`src/fas_defs.svh`:
```
// Purpose: Constants for the byte-wide ferroelectric memory host controller
// Assumes: 125 MHz controller clock, 15-bit byte address, 8-bit data
// Notes: Times in ns; cycle counts derived from the clock period
//
// Operation
// - No row spans two blocks; place data of unlike wear in separate blocks.
// - The host puts a stable new address out before pulling chip enable low.
// - The host makes a fresh falling enable edge for every single access.
// - Chip enable returns high after each access so the array can precharge.
// - Write low at the enable fall makes a write and the device leaves data alone.
`ifndef FAS_DEFS_SVH
`define FAS_DEFS_SVH

`define FAS_CLK_PERIOD_NS 8
`define FAS_ADDR_W 15
`define FAS_DATA_W 8
// Block field is the five upper address bits
`define FAS_BLK_LSB 10
`define FAS_ROW_MSB 7
`define FAS_COL_LSB 8
`define FAS_COL_MSB 9
// Top sixteen byte addresses are the settings window
`define FAS_SET_BASE 15'h7ff0
// Timing figures as printed, in ns
`define FAS_T_CA_MIN_NS 70
`define FAS_T_PC_MIN_NS 60
`define FAS_T_CE_MAX_NS 70
`define FAS_T_AS_MIN_NS 8
`define FAS_T_AH_MIN_NS 10
// Least times round up to whole cycles
`define FAS_CYC_UP(ns) (((ns) + `FAS_CLK_PERIOD_NS - 1) / `FAS_CLK_PERIOD_NS)
`define FAS_CA_CYC `FAS_CYC_UP(`FAS_T_CA_MIN_NS)
`define FAS_PC_CYC `FAS_CYC_UP(`FAS_T_PC_MIN_NS)
`define FAS_AS_CYC `FAS_CYC_UP(`FAS_T_AS_MIN_NS)
`define FAS_AH_CYC `FAS_CYC_UP(`FAS_T_AH_MIN_NS)

`endif

```
`src/fas_pkg.sv`:
```
// Purpose: Types for the memory host controller
// Assumes: fas_defs.svh supplies widths
// Notes: Request and answer travel as packed structs
`default_nettype none
`include "fas_defs.svh"
package fas_pkg;
    typedef struct packed {
        logic write;
        logic [`FAS_ADDR_W-1:0] addr;
        logic [`FAS_DATA_W-1:0] wdata;
    } fas_req_t;

    typedef struct packed {
        logic [4:0] block;
        logic [1:0] column;
        logic [7:0] row;
        logic settings;
    } fas_loc_t;

    typedef enum logic [2:0] {
        FAS_IDLE = 3'b000,
        FAS_SETUP = 3'b001,
        FAS_ACTIVE = 3'b010,
        FAS_HOLD = 3'b011,
        FAS_PRECH = 3'b100
    } fas_state_t;
endpackage
`default_nettype wire

```
`src/fas_sync3.sv`:
```
// Purpose: Three-stage synchroniser with agreement filter
// Assumes: Input is asynchronous to i_mclk
// Notes: Output changes only when stages two and three agree
`default_nettype none
module fas_sync3 #(
    parameter int W = 8
) (
    input wire logic i_mclk,
    input wire logic i_rst_n,
    input wire logic [W-1:0] i_d,
    output logic [W-1:0] o_q
);
    logic [W-1:0] s1_reg;
    logic [W-1:0] s2_reg;
    logic [W-1:0] s3_reg;
    wire logic [W-1:0] agree = ~(s2_reg ^ s3_reg);
    wire logic [W-1:0] q_next = (agree & s3_reg) | (~agree & o_q);

    always_ff @(posedge i_mclk or negedge i_rst_n)
    begin
        if (!i_rst_n)
        begin
            s1_reg <= '0;
            s2_reg <= '0;
            s3_reg <= '0;
            o_q <= '0;
        end
        else
        begin
            s1_reg <= i_d;
            s2_reg <= s1_reg;
            s3_reg <= s2_reg;
            o_q <= q_next;
        end
    end
endmodule // fas_sync3
`default_nettype wire

```
`src/fas_host.sv`:
```
// Purpose: Host controller strobing a byte-wide ferroelectric memory
// Assumes: One request at a time; device timing from fas_defs.svh
// Notes: Every access gets its own falling chip enable and a precharge gap
// Notes: Settings addresses are not blocked; the requester sees them in o_rsp_loc
`default_nettype none
`include "fas_defs.svh"
module fas_host
    import fas_pkg::*;
#(
    parameter int PRECHARGE_CYC = `FAS_PC_CYC,
    parameter int ACTIVE_CYC = `FAS_CA_CYC
) (
    input wire logic i_mclk,
    input wire logic i_rst_n,
    input wire logic i_req_valid,
    input wire fas_req_t i_req,
    output logic o_req_ready,
    output logic o_rsp_valid,
    output logic [`FAS_DATA_W-1:0] o_rsp_rdata,
    output fas_loc_t o_rsp_loc,
    output logic [`FAS_ADDR_W-1:0] o_mem_addr,
    output logic o_mem_ce_n,
    output logic o_mem_we_n,
    output logic o_mem_oe_n,
    input wire logic [`FAS_DATA_W-1:0] i_mem_dq,
    output logic [`FAS_DATA_W-1:0] o_mem_dq,
    output logic o_mem_dq_oe
);
    // ============================================================
    // Reset release
    logic rst_a_reg;
    logic rst_n_reg;
    always_ff @(posedge i_mclk or negedge i_rst_n)
    begin
        if (!i_rst_n)
        begin
            rst_a_reg <= 1'b0;
            rst_n_reg <= 1'b0;
        end
        else
        begin
            rst_a_reg <= 1'b1;
            rst_n_reg <= rst_a_reg;
        end
    end

    // ============================================================
    // Address decode
    function automatic fas_loc_t fas_decode(input logic [`FAS_ADDR_W-1:0] a);
        fas_loc_t l;
        l.block = a[`FAS_ADDR_W-1:`FAS_BLK_LSB];
        l.column = a[`FAS_COL_MSB:`FAS_COL_LSB];
        l.row = a[`FAS_ROW_MSB:0];
        l.settings = (a >= `FAS_SET_BASE);
        return l;
    endfunction

    // ============================================================
    // Data input synchroniser
    wire logic [`FAS_DATA_W-1:0] dq_sync;
    fas_sync3 #(
        .W(`FAS_DATA_W)
    ) u_dq_sync (
        .i_mclk(i_mclk),
        .i_rst_n(rst_n_reg),
        .i_d(i_mem_dq),
        .o_q(dq_sync)
    );

    // ============================================================
    // Sequencer
    localparam int CW = 16;
    localparam int SYNC_CYC = 3;
    // Read data sampled after sync latency on top of the active window
    localparam logic [CW-1:0] ACT_N = CW'(ACTIVE_CYC + SYNC_CYC);
    localparam logic [CW-1:0] PC_N = CW'(PRECHARGE_CYC);
    localparam logic [CW-1:0] AS_N = CW'(`FAS_AS_CYC);
    localparam logic [CW-1:0] AH_N = CW'(`FAS_AH_CYC);

    fas_state_t state_reg;
    fas_state_t state_next;
    logic [CW-1:0] cnt_reg;
    logic [CW-1:0] cnt_next;
    fas_req_t req_reg;
    logic ready_reg;
    logic rsp_valid_reg;
    logic [`FAS_DATA_W-1:0] rdata_reg;
    fas_loc_t loc_reg;
    logic [`FAS_ADDR_W-1:0] addr_reg;
    logic ce_n_reg;
    logic we_n_reg;
    logic oe_n_reg;
    logic dq_oe_reg;

    wire logic cnt_done = (cnt_reg == '0);
    wire logic take = (state_reg == FAS_IDLE) && i_req_valid;
    wire logic finish = (state_reg == FAS_HOLD) && cnt_done;
    wire logic [CW-1:0] cnt_dec = cnt_reg - CW'(1);

    always_comb
    begin
        state_next = state_reg;
        cnt_next = cnt_done ? cnt_reg : cnt_dec;
        unique case (state_reg)
            FAS_IDLE:
            begin
                if (i_req_valid)
                begin
                    // Address goes out first, enable still high
                    state_next = FAS_SETUP;
                    cnt_next = AS_N;
                end
            end
            FAS_SETUP:
            begin
                if (cnt_done)
                begin
                    state_next = FAS_ACTIVE;
                    cnt_next = ACT_N;
                end
            end
            FAS_ACTIVE:
            begin
                if (cnt_done)
                begin
                    state_next = FAS_HOLD;
                    cnt_next = AH_N;
                end
            end
            FAS_HOLD:
            begin
                if (cnt_done)
                begin
                    // Address hold done, enable high since the hold began; gap enforced before the next fall
                    state_next = FAS_PRECH;
                    cnt_next = PC_N;
                end
            end
            FAS_PRECH:
            begin
                if (cnt_done)
                begin
                    state_next = FAS_IDLE;
                end
            end
            default:
            begin
                state_next = FAS_IDLE;
            end
        endcase
    end

    // Pin drive decoded from the next state so pins come from flops
    wire logic ce_n_next = !(state_next == FAS_ACTIVE);
    // Write strobe low before the enable fall: write cycle, device keeps off the bus
    wire logic wr_phase = (state_next == FAS_SETUP) || (state_next == FAS_ACTIVE);
    // At the take the old request still sits in req_reg, so the new one decides
    wire logic we_n_take = !i_req.write;
    wire logic we_n_hold = !(req_reg.write && wr_phase);
    wire logic we_n_next = take ? we_n_take : we_n_hold;
    // Output enable low only while a read holds the enable low
    wire logic oe_n_next = !(!req_reg.write && state_next == FAS_ACTIVE) || take;
    wire logic dq_oe_next = take ? i_req.write : (req_reg.write && state_next != FAS_IDLE);
    wire logic ready_next = (state_next == FAS_IDLE);

    always_ff @(posedge i_mclk or negedge rst_n_reg)
    begin
        if (!rst_n_reg)
        begin
            state_reg <= FAS_IDLE;
            cnt_reg <= '0;
            req_reg <= '0;
            ready_reg <= 1'b0;
            rsp_valid_reg <= 1'b0;
            rdata_reg <= '0;
            loc_reg <= '0;
            addr_reg <= '0;
            ce_n_reg <= 1'b1;
            we_n_reg <= 1'b1;
            oe_n_reg <= 1'b1;
            dq_oe_reg <= 1'b0;
        end
        else
        begin
            state_reg <= state_next;
            cnt_reg <= cnt_next;
            // Ready drops at the take so a held request is not taken twice
            ready_reg <= ready_next && !take;
            ce_n_reg <= ce_n_next;
            we_n_reg <= we_n_next;
            oe_n_reg <= oe_n_next;
            dq_oe_reg <= dq_oe_next;
            rsp_valid_reg <= finish;
            if (take)
            begin
                req_reg <= i_req;
                addr_reg <= i_req.addr;
                // Whole 4-byte row is worn; report it to the requester
                loc_reg <= fas_decode(i_req.addr);
            end
            // Sample read data at end of the active window
            // The synchroniser settled one edge earlier, so the byte is steady here
            if (state_reg == FAS_ACTIVE && cnt_done && !req_reg.write)
            begin
                rdata_reg <= dq_sync;
            end
        end
    end

    assign o_req_ready = ready_reg;
    assign o_rsp_valid = rsp_valid_reg;
    assign o_rsp_rdata = rdata_reg;
    assign o_rsp_loc = loc_reg;
    assign o_mem_addr = addr_reg;
    assign o_mem_ce_n = ce_n_reg;
    assign o_mem_we_n = we_n_reg;
    assign o_mem_oe_n = oe_n_reg;
    assign o_mem_dq = req_reg.wdata;
    assign o_mem_dq_oe = dq_oe_reg;
endmodule // fas_host
`default_nettype wire

```
`config.mk`:
```
export PLATFORM = sky130hd
export DESIGN_NAME = fas_host
export DESIGN_NICKNAME = d
export VERILOG_FILES = /design/src/fas_pkg.sv /design/src/fas_sync3.sv /design/src/fas_host.sv
export VERILOG_INCLUDE_DIRS = /design/src
export SDC_FILE = /design/constraint.sdc
export NUM_CORES = 1
export LEC_CHECK = 0
export ABC_AREA = 1
export BUFFER_PORTS_ARGS = -buffer_cell sky130_fd_sc_hd__clkbuf_2
export CAP_MARGIN = 20
export CORE_AREA = 2 2 102 104
export DETAILED_ROUTE_END_ITERATION = 6
export DIE_AREA = 0 0 104 106
export GPL_ROUTABILITY_DRIVEN = 0
export MAX_ROUTING_LAYER = met4
export PLACE_DENSITY_LB_ADDON = 0.12
export SYNTH_ARGS = -nofsm -noshare
export SYNTH_HDL_FRONTEND = slang
export SYNTH_HIERARCHICAL = 1
export SYNTH_SLANG_ARGS = --single-unit
```
`constraint.sdc`:
```
create_clock -name i_mclk -period 3 [get_ports i_mclk]
set_input_delay 0.6 -clock i_mclk [delete_from_list [all_inputs] [get_ports i_mclk]]
set_output_delay 0.6 -clock i_mclk [all_outputs]
set_load 0.02 [all_outputs]
```
Yosys cells after proc, flatten, opt, wreduce, memory -nomap -nowiden

Index checks and enable logic that the tools add are counted.

Word-level logic and storage cells: 70
Register bits after elaboration: 107
Input port bits: 35

Equality and inequality tests: 6
Multiplexer cells: 14
Reductions and logical operators: 20
Magnitude comparators: 1
Bitwise operators: 6
$add $sub $neg: 1

Operators with widths:

| operator                | number |
|---|---|
| $mux W16                | 5 |
| $pmux W16 S4            | 1 |
| $and A8 B8 Y8           | 2 |
| $logic_not A16 Y1       | 1 |
| $not A8 Y8              | 2 |
| $sub A16 B1 Y16 const B | 1 |
| $ge A15 B15 Y1 const B  | 1 |
| $mux W3                 | 5 |
| $pmux W3 S5             | 1 |
| $eq A3 B2 Y1 const B    | 3 |
| $logic_and A1 B1 Y1     | 8 |
| $or A8 B8 Y8            | 1 |
| $xor A8 B8 Y8           | 1 |
| $eq A3 B1 Y1 const B    | 2 |
| $logic_not A1 Y1        | 6 |
| $logic_not A3 Y1        | 2 |
| $eq A3 B3 Y1 const B    | 1 |
| $reduce_bool A3 Y1      | 1 |
| $logic_or A1 B1 Y1      | 2 |
| $mux W1                 | 2 |

Longest topological paths before layout

Gate-level depths: netlist (run 1).

Depth in word-level cells: 8
Depth in mapped cells: 11
Depth with buffers taken out: 11

Hierarchy

Netlist (run 1), hierarchy kept.

Modules (own cells, without submodules):

| module    | area each (sq um) | instances | cells an instance |
|---|---|---|---|
| fas_host  | 2946.6            | 1         | 337 |
| fas_sync3 | 930.9             | 1         | 64 |

Worst setup path after synthesis (run 1)

No wires, ideal clock.

Path type: register to register
Start point: register cnt_reg[0]
End point: register rdata_reg[5], in the netlist o_rsp_rdata[5]
Path slack: 1.430 ns
Data arrival time: 1.452 ns
Setup time: 0.118 ns
Buffers on the path: 1
Cell stages (with the launch flop): 11
Cells stage by stage: dfrtp_1 -> inv_1 -> ha_1 -> nand2_2 -> nor2_4 -> nand2_4 -> inv_4 -> nand3_4 -> buf_6 -> nand2_1 -> o21ai_2

Longest elaborated chain between the ends: 3

Ends and longest elaborated chain:

| what                              | line            | source |
|---|---|---|
| start, declared                   | fas_host.sv:82  | `logic [CW-1:0] cnt_reg;` |
| start signal, assigned            | fas_host.sv:186 | `cnt_reg <= cnt_next;` |
| $logic_not A16 Y1                 | fas_host.sv:95  | `wire logic cnt_done = (cnt_reg == '0);` |
| $logic_and A1 B1 Y1 (2 in series) | fas_host.sv:203 | `if (state_reg == FAS_ACTIVE && cnt_done && !req_reg.write)` |
| end signal, assigned              | fas_host.sv:205 | `rdata_reg <= dq_sync;` |
| end, declared                     | fas_host.sv:87  | `` logic [`FAS_DATA_W-1:0] rdata_reg; `` |

No other way between the ends.
A chain may end at the register's enable or synchronous reset.

Worst setup path after layout (run 1)

Start point: register state_reg[0]
End point: register dq_oe_reg, in the netlist o_mem_dq_oe

Longest elaborated chain between the ends: 5
Elaborated cells on any way between the ends: 15
Those cells by class: eq/ne (4); mux (7); reduce/logical (4)

Ends and longest elaborated chain:

| what                                 | line            | source |
|---|---|---|
| start, declared                      | fas_host.sv:80  | `fas_state_t state_reg;` |
| start signal, assigned               | fas_host.sv:185 | `state_reg <= state_next;` |
| $eq A3 B3 Y1 (tied with other cells) | fas_host.sv:104 | `unique case (state_reg)` |
| $pmux W3 S5                          | fas_host.sv:104 |  |
| $reduce_bool A3 Y1                   | fas_host.sv:163 | `wire logic dq_oe_next = take ? i_req.write : (req_reg.write && state_next != FAS_IDLE);` |
| $logic_and A1 B1 Y1                  | fas_host.sv:163 |  |
| $mux W1 (*)                          | fas_host.sv:163 |  |
| via dq_oe_next                       | fas_host.sv:163 |  |
| end signal, assigned                 | fas_host.sv:192 | `dq_oe_reg <= dq_oe_next;` |
| end, declared                        | fas_host.sv:93  | `logic dq_oe_reg;` |

Mark *: on every way through the listed nets, which the timed path passes. The rest lies on a longest branch.

==> metrics, run 1 <==
run status=complete, no violations; accumulated negative setup slack=0 ps; CP Launch Point=state_reg[0]; WP data arrival=about 2200 ps; fmax=0.515 GHz; Worst R2R Start=state_reg[0]; Final Skew=15.6 ps; Final Hold Viols=0; Clk pwr share=19.0%; max FFs per register=16; DRC=0; Detail Route Antenna Nets=0; CTS H-tree depth=3; RSZ-0062 raised after global routing=false; Max FO, Critical Path=30; CP cell instances=nor2_2, inv_2, nor2_2, nand2_4, inv_2, nand2_1, o21ai_1, inv_1, a21oi_1; startpoint type of the worst setup path=register; final worst slack=1060 ps; endpoints failing setup=0; final cell count without fillers=612; register-to-register setup slack=1060 ps; Pleak=2.38 nW; Syn Nets=438; num rows=37; post-layout min period=1940 ps; Critical Path Stages=9; crit end category=register; share of cells above drive strength 1=between 20 and 30%; Vias=2676; Slew Viols, Final=0; Clk pin slew, worst setup/hold paths=approximately 100 ps; largest net degree at the start of global routing=between 80 and 90; vias in the first global route=approximately 2600; Final Routed Wirelength=between 7000 and 8000 µm; final-layout fill cell count=1053; Flop pwr share=42.0%; max-cap viol count=0; combinational share of power=around two fifths; vias per cell=between 4 and 5; Worst Setup EP=o_mem_dq_oe; first-pass GRT wire length=between 10000 and 15000 µm; CTS root buf=clkbuf_8; Syn Inst Count=401; Net Sw Frac=41.7%; Area growth syn-to-layout=16.0%; core area=between 0.009 and 0.01 mm²; CP bufs+invs=3; Worst Hold Class=register to asynchronous set/reset pin; Worst R2R Path Depth=9; area taken by multi-input logic gates=0.00122 mm²; DR pass1 iterations=4; Nets=508; fraction of registers with async set/reset=100%; Total Routing Usage GR=approximately 14%; Top Family by Delay on Critical Path=simple AND/OR/NAND/NOR gates; sequential cell area fraction in the yosys report=59.5%; Inserted Diodes=0; unique cell type count in the Yosys netlist=34; Starting DRT DRC Count=58; critical path class=register to register; Synth Flop Type=dfrtp_1; Synth Cell Area=0.00388 mm²; GRT overflow=0; DIE AREA=between 0.01 and 0.015 mm²; critical path's largest stage delay=approximately 480 ps; power density over the cells=979 mW/mm²; Slowest-stage cell, CP=dfrtp_1; Psw=1.84 mW; WHS=212 ps; Initial Util=38.8%; Ys Warns=6; CTS buffer count=9; hpwl dp=between 5000 and 6000 µm; die height=between 100 and 150 µm; post-synthesis average cell area=between 9 and 10 µm²; EDFF count, synth=0; Worst R2R End=o_mem_dq_oe; post-cts sizing count=0; initial antenna violation count=0; drt wl/cell=11.7 µm; CTS tree=built; clk_lat worst skew=360 ps; final worst-path cycle share=64.7%; I/O pin total=88; placed cells=a little under 600; die width=about 100 µm; buffers added on ports=87; Place WS=~1000 ps; CTS sink count=92; Req. time, crit path=about 3300 ps; Sequential Area=roughly 0.0023 mm²; Max clock buf depth=2; Peak supply drop=0.513 mV; Internal=2.57 mW; number of synthesized register bits=92
-- how the worst min path moves through the flow --
stage / start / end / slack (ps) / depth (start not counted)
finish: rst_n_reg / cnt_reg[6] / 210 / 0
global route: rst_n_reg / cnt_reg[15] / 250 / 0
CTS: i_mem_dq[4] / u_dq_sync/s1_reg[4] / 320 / 1
detailed placement: u_dq_sync/s1_reg[2] / u_dq_sync/s2_reg[2] / 330 / 0
global placement: u_dq_sync/s1_reg[4] / u_dq_sync/s2_reg[4] / 330 / 0
floorplan: i_rst_n / rst_a_reg / 300 / 0
-- through the flow --
stage          total power [mW]  cell area [µm²]  util (%)
5_1_grt                    4.74             4500      45.0
4_1_cts                    4.46             4470      44.7
3_5_place_dp               3.60             4260      42.6
2_1_floorplan              3.29             3880         -
3_3_place_gp               3.59             4260      42.6
6_report                   4.41             4500      45.0
-- routing by layer --
metal / routed length, µm / GRT usage, % / share of wire (%)
met2: 3410 / 21.9 / 48
met1: 3370 / 18.0 / 47
met4: 118 / 5.79 / 1.6
met3: 287 / 3.19 / 4.0
met5: 0 / - / 0
-- area by class of cell --
cell class	instances	area share [%]
Inverter	32	2.73
Multi-Input combinational cell	246	27.1
Clock buffer	10	2.84
Timing Repair Buffer	90	10.7
Sequential cell	92	51.3
Tap cell	136	3.78
Clock inverter	6	1.59
-- power groups by stage --
stage / logic [mW] / clock network [mW] / registers, mW
global placement: 1.70 / 0 / 1.89
global route: 1.92 / 0.922 / 1.89
floorplan: 1.29 / 0 / 1.99
CTS: 1.72 / 0.867 / 1.87
detailed placement: 1.71 / 0 / 1.89
finish: 1.72 / 0.837 / 1.85
-- Yosys cell counts, types with 2 or more instances --
cell / n / area share [%]
o21ai_0: 3 / 0.39
inv_2: 3 / 0.29
dfstp_2: 3 / 2.0
nand2_2: 5 / 0.81
nand2_4: 2 / 0.58
xor2_1: 8 / 1.8
buf_6: 3 / 0.87
nor2_2: 4 / 0.65
nand3_4: 2 / 0.90
nor2_1: 37 / 3.6
nand3_1: 9 / 1.2
nor3_1: 13 / 1.7
xnor2_1: 4 / 0.90
o21ai_2: 8 / 1.8
buf_2: 5 / 0.65
nand2_1: 122 / 12
inv_1: 27 / 2.6
a21oi_1: 12 / 1.5
dfrtp_1: 89 / 57
ha_1: 2 / 0.65
buf_4: 23 / 4.5
nand4_1: 4 / 0.65
nor2_4: 2 / 0.58
-- cells by family (layout without fill, tap and decap cells) --
kind of cell | count (synthesis) | in the layout | share of synthesized area [%]
AND/OR/NAND/NOR | 203 | 203 | 23.3
buffers and inverters | 63 | 138 | 9.13
flip-flops | 92 | 92 | 59.5
adder cells (fa/ha/maj) | 2 | 2 | 0.645
other | 1 | 1 | 0.0967
AO/OA/AOI/OAI | 28 | 28 | 4.68
XOR/XNOR | 12 | 12 | 2.71
-- worst reg2reg max path: stages, from the launching register on --
cell	delay [ps]
dfrtp_1	480
nor2_2	180
inv_2	50
nor2_2	120
nand2_4	220
inv_2	410
nand2_1	100
o21ai_1	150
inv_1	60
a21oi_1	110
-- what timing repair did --
item	in CTS	in global routing
endpoints found under the hold margin	2	0
hold buffers	1	0
setup buffers	0	0
-- cells in the final DEF (no fill, tap or decap), types with 2 or more instances in the layout --
cell type / netlist / layout
dfstp_2: 3 / 3
a21oi_1: 12 / 12
nand2_2: 5 / 5
dfrtp_1: 89 / 88
inv_2: 3 / 3
nand2_4: 2 / 2
xnor2_1: 4 / 4
o21ai_2: 8 / 8
nand4_1: 4 / 4
nor2_1: 37 / 37
clkbuf_8: 0 / 9
nor2_2: 4 / 4
nand3_4: 2 / 2
clkbuf_2: 0 / 87
nor2_4: 2 / 2
inv_1: 27 / 27
nand3_1: 9 / 9
xor2_1: 8 / 8
o21ai_0: 3 / 3
nor3_1: 13 / 13
ha_1: 2 / 2
nand2_1: 122 / 122
(Power assumes the default switching activity.)
==> inputs of run 2 (changes only) <==
ABC_AREA = 0   (was 1)
CORE_AREA = 2 2 100 102   (was 2 2 102 104)
DIE_AREA = 0 0 102 104   (was 0 0 104 106)
clock period = 1.75 ns   (was 3 ns; I/O delays follow)
==> run 2 against run 1 <==
Against the previous run:
- the run now ends with negative setup slack left
- via count decreased by 7.0%
- wire length up 2.7%
- first-iteration DRC count up 5.2%
- worst setup slack worse by 1200 ps
- clock skew is 7.7 ps lower
- core utilization is 6.2 points higher
- sequential cell count stayed put
- critical path type unchanged
- critical endpoint is now o_rsp_rdata[6]
==> metrics, run 2 <==
CTS H-tree depth=3 (unchanged); Slowest-stage cell, CP=dfrtp_1; startpoint type of the worst setup path=register; die width=102 µm (-1.9%); crit end category=register; Worst R2R Path Depth=6 (-3); vias per cell=4.73 (+8.2%); Vias=2488 (-7.0%); WHS=90.4 ps (-122 ps); CTS root buf=clkbuf_8; post-layout min period=1860 ps (-79.9 ps); WP data arrival=2110 ps (-110 ps); final worst slack=-113 ps (-1170 ps); core area=0.00955 mm² (-4.5%); synth top area cells=dfrtp_1, mux2_2, buf_4; Clk pin slew, worst setup/hold paths=100 ps (about the same); clk_lat worst skew=360 ps (about the same); initial antenna violation count=0 (unchanged); Internal=4.55 mW (+77%); largest net degree at the start of global routing=38 (-54%); GRT overflow=0 (unchanged); Max clock buf depth=2 (unchanged); Worst-Margin Slew=519 ps; Peak supply drop=0.792 mV (+54%); Syn Inst Count=279 (-30%); register-to-register setup slack=-110 ps (-1170 ps); Final Skew=7.91 ps (-7.74 ps); hpwl dp=5110 µm (+2.2%); number of synthesized register bits=92 (unchanged); Nets=425 (-16%); Max FO, Critical Path=8 (-73%); Place WS=-174 ps (-1200 ps); endpoints failing setup=22 (+22); Inserted Diodes=0 (unchanged); Total Routing Usage GR=15.4% (+1.3 points); unique cell type count in the Yosys netlist=51 (+50%); max FFs per register=16 (unchanged); DIE AREA=0.0106 mm² (-3.8%); Pleak=2.36 nW (-0.92%); Tot Pwr=7.13 mW (+62%); combinational share of power=37.0% (-2.0 points); power density over the cells=1460 mW/mm² (+49%); Yosys top cell by area=dfrtp_1; Slew HR=65.3%; drt wl/cell=14.0 µm (+19%); Ys Warns=6 (unchanged); num rows=36 (-2.7%); CP cell instances=inv_2, ha_4, nor4b_4, and4_4, nand3_4, mux2_4; fraction of registers with async set/reset=100% (unchanged); commonest non-fill, non-tap cell in the layout=dfrtp_1; Initial Util=39.1% (+0.34 points); vias in the first global route=2580 (-0.077%); Req. time, crit path=1990 ps (-1290 ps); final worst-path cycle share=106% (+42 points); share of cells above drive strength 1=58.3% (+29 points); Area growth syn-to-layout=30.8%; final-layout fill cell count=849 (-19%); I/O pin total=88 (unchanged); hold path cells=1; DR pass1 iterations=4 (unchanged); sequential cell area fraction in the yosys report=61.7% (+2.3 points); Syn Nets=316 (-28%); Net Sw Frac=36.2% (-5.5 points); Psw=2.58 mW (+40%); run status=finished, violations left; Clk pwr share=20.7% (+1.7 points); Flop pwr share=42.3% (+0.3 points); die height=104 µm (-1.9%); RSZ-0062 raised after global routing=true; CTS tree=built; EDFF count, synth=0 (unchanged); fmax=0.537 GHz (+4.3%); Synth Flop Type=dfrtp_1; max-cap viol count=0 (unchanged); first-pass GRT wire length=12400 µm (+2.4%); critical path class=register to register; Worst Hold Class=input pin to register; Final Routed Wirelength=7380 µm (+2.7%); Starting DRT DRC Count=61 (+5.2%); Detail Route Antenna Nets=0 (unchanged); top-count cell post-synth=dfrtp_1; DRC=0 (unchanged); post-synthesis average cell area=13.4 µm² (+38%); Post-synth top cells=dfrtp_1, mux2_2, buf_4, a21oi_1, nor2_1; Final Hold Viols=0 (unchanged); buffers added on ports=87 (unchanged); CTS sink count=92 (unchanged); Slew Viols, Final=0 (unchanged); share of the synthesized area in the top cell type=59.6% (+2.2 points); Synth Cell Area=0.00373 mm² (-3.7%); critical path's largest stage delay=400 ps (-80 ps); failing checks=negative setup slack; CTS buffer count=9 (unchanged); commonest non-fill, non-tap cells in the layout=dfrtp_1, clkbuf_2, buf_4, mux2_2, nor2_1
==> run 2: changes by cell type in the layout (fill, tap and decap cells not counted), moves of 5 or more <==
cell     delta
nor3_1      -9
a21oi_2     +5
nand3_1     -8
o21ai_2     -6
xor2_1      -8
or4_1       +6
nor2_1     -27
mux2_2     +30
nand2_1   -114
maj3_2      +8
buf_6       +6
inv_1      -22
buf_4      +30
==> run 2: critical path, delay by kind of cell, from the launching register on <==
family,cells,cell delay (ps)
adders and majority gates,1,130
buffers and inverters,1,80
DFF,1,400
muxes,1,340
and+or+nand+nor,3,800
==> run 2: cells by family after synthesis <==
family                   synth area share (%)
AND/OR/NAND/NOR                          11.0
flip-flops                               61.7
buffers and inverters                    6.60
adder cells (fa/ha/maj)                  3.08
other                                   0.100
multiplexers                             10.2
AO/OA/AOI/OAI                            7.34
==> run 2: layout make-up <==
cell class	instances	area [µm²]	area share (%)
Clock buffer	9	124	2.54
Clock inverter	7	85.1	1.74
Inverter	8	35.0	0.717
Multi-Input combinational cell	149	1360	27.8
Sequential cell	92	2310	47.3
Tap cell	133	166	3.41
Timing Repair Buffer	128	806	16.5
==> run 2: per-stage QoR <==
stage / instance area [µm²] / util, % / instances / setup TNS (ps)
3_5_place_dp: 4440 / 46.5 / 503 / -2140
6_report: 4880 / 51.2 / 526 / -1880
5_1_grt: 4880 / 51.2 / 526 / -4890
2_1_floorplan: 3760 / - / 279 / -739
4_1_cts: 4770 / 50.0 / 525 / -1240
3_3_place_gp: 4440 / 46.5 / 503 / -1220
==> run 2: worst paths after layout <==
kind | start | end
worst max-delay path | cnt_reg[0] | o_rsp_rdata[6]
worst min-delay path | i_mem_dq[7] | u_dq_sync/s1_reg[7]
worst max register to register | cnt_reg[0] | o_rsp_rdata[6]
worst min register to register | rst_n_reg | o_rsp_loc[0]
max in group asynchronous | rst_n_reg | u_dq_sync/s3_reg[6]
min in group asynchronous | rst_n_reg | o_rsp_loc[0]
==> run 2: power by group through the flow <==
stage	clock network (mW)	logic (mW)	registers [mW]
finish	1.48	2.64	3.02
global route	1.65	2.86	3.10
CTS	1.55	2.49	3.03
detailed placement	0	2.41	3.06
global placement	0	2.40	3.05
floorplan	0	1.49	3.26
==> run 2: what timing repair did <==
item,CTS,global route
endpoints found under the setup margin,28,32
gates resized for setup,18,24
endpoints found under the hold margin,2,0
buffers inserted,5,1
hold buffers,1,0
pin swaps,6,8
==> run 2: layer usage <==
layer  wire (µm)  track usage (%)
met5           0                -
met4         104             5.05
met3         411             3.97
met2        3490             22.2
met1        3380             21.3
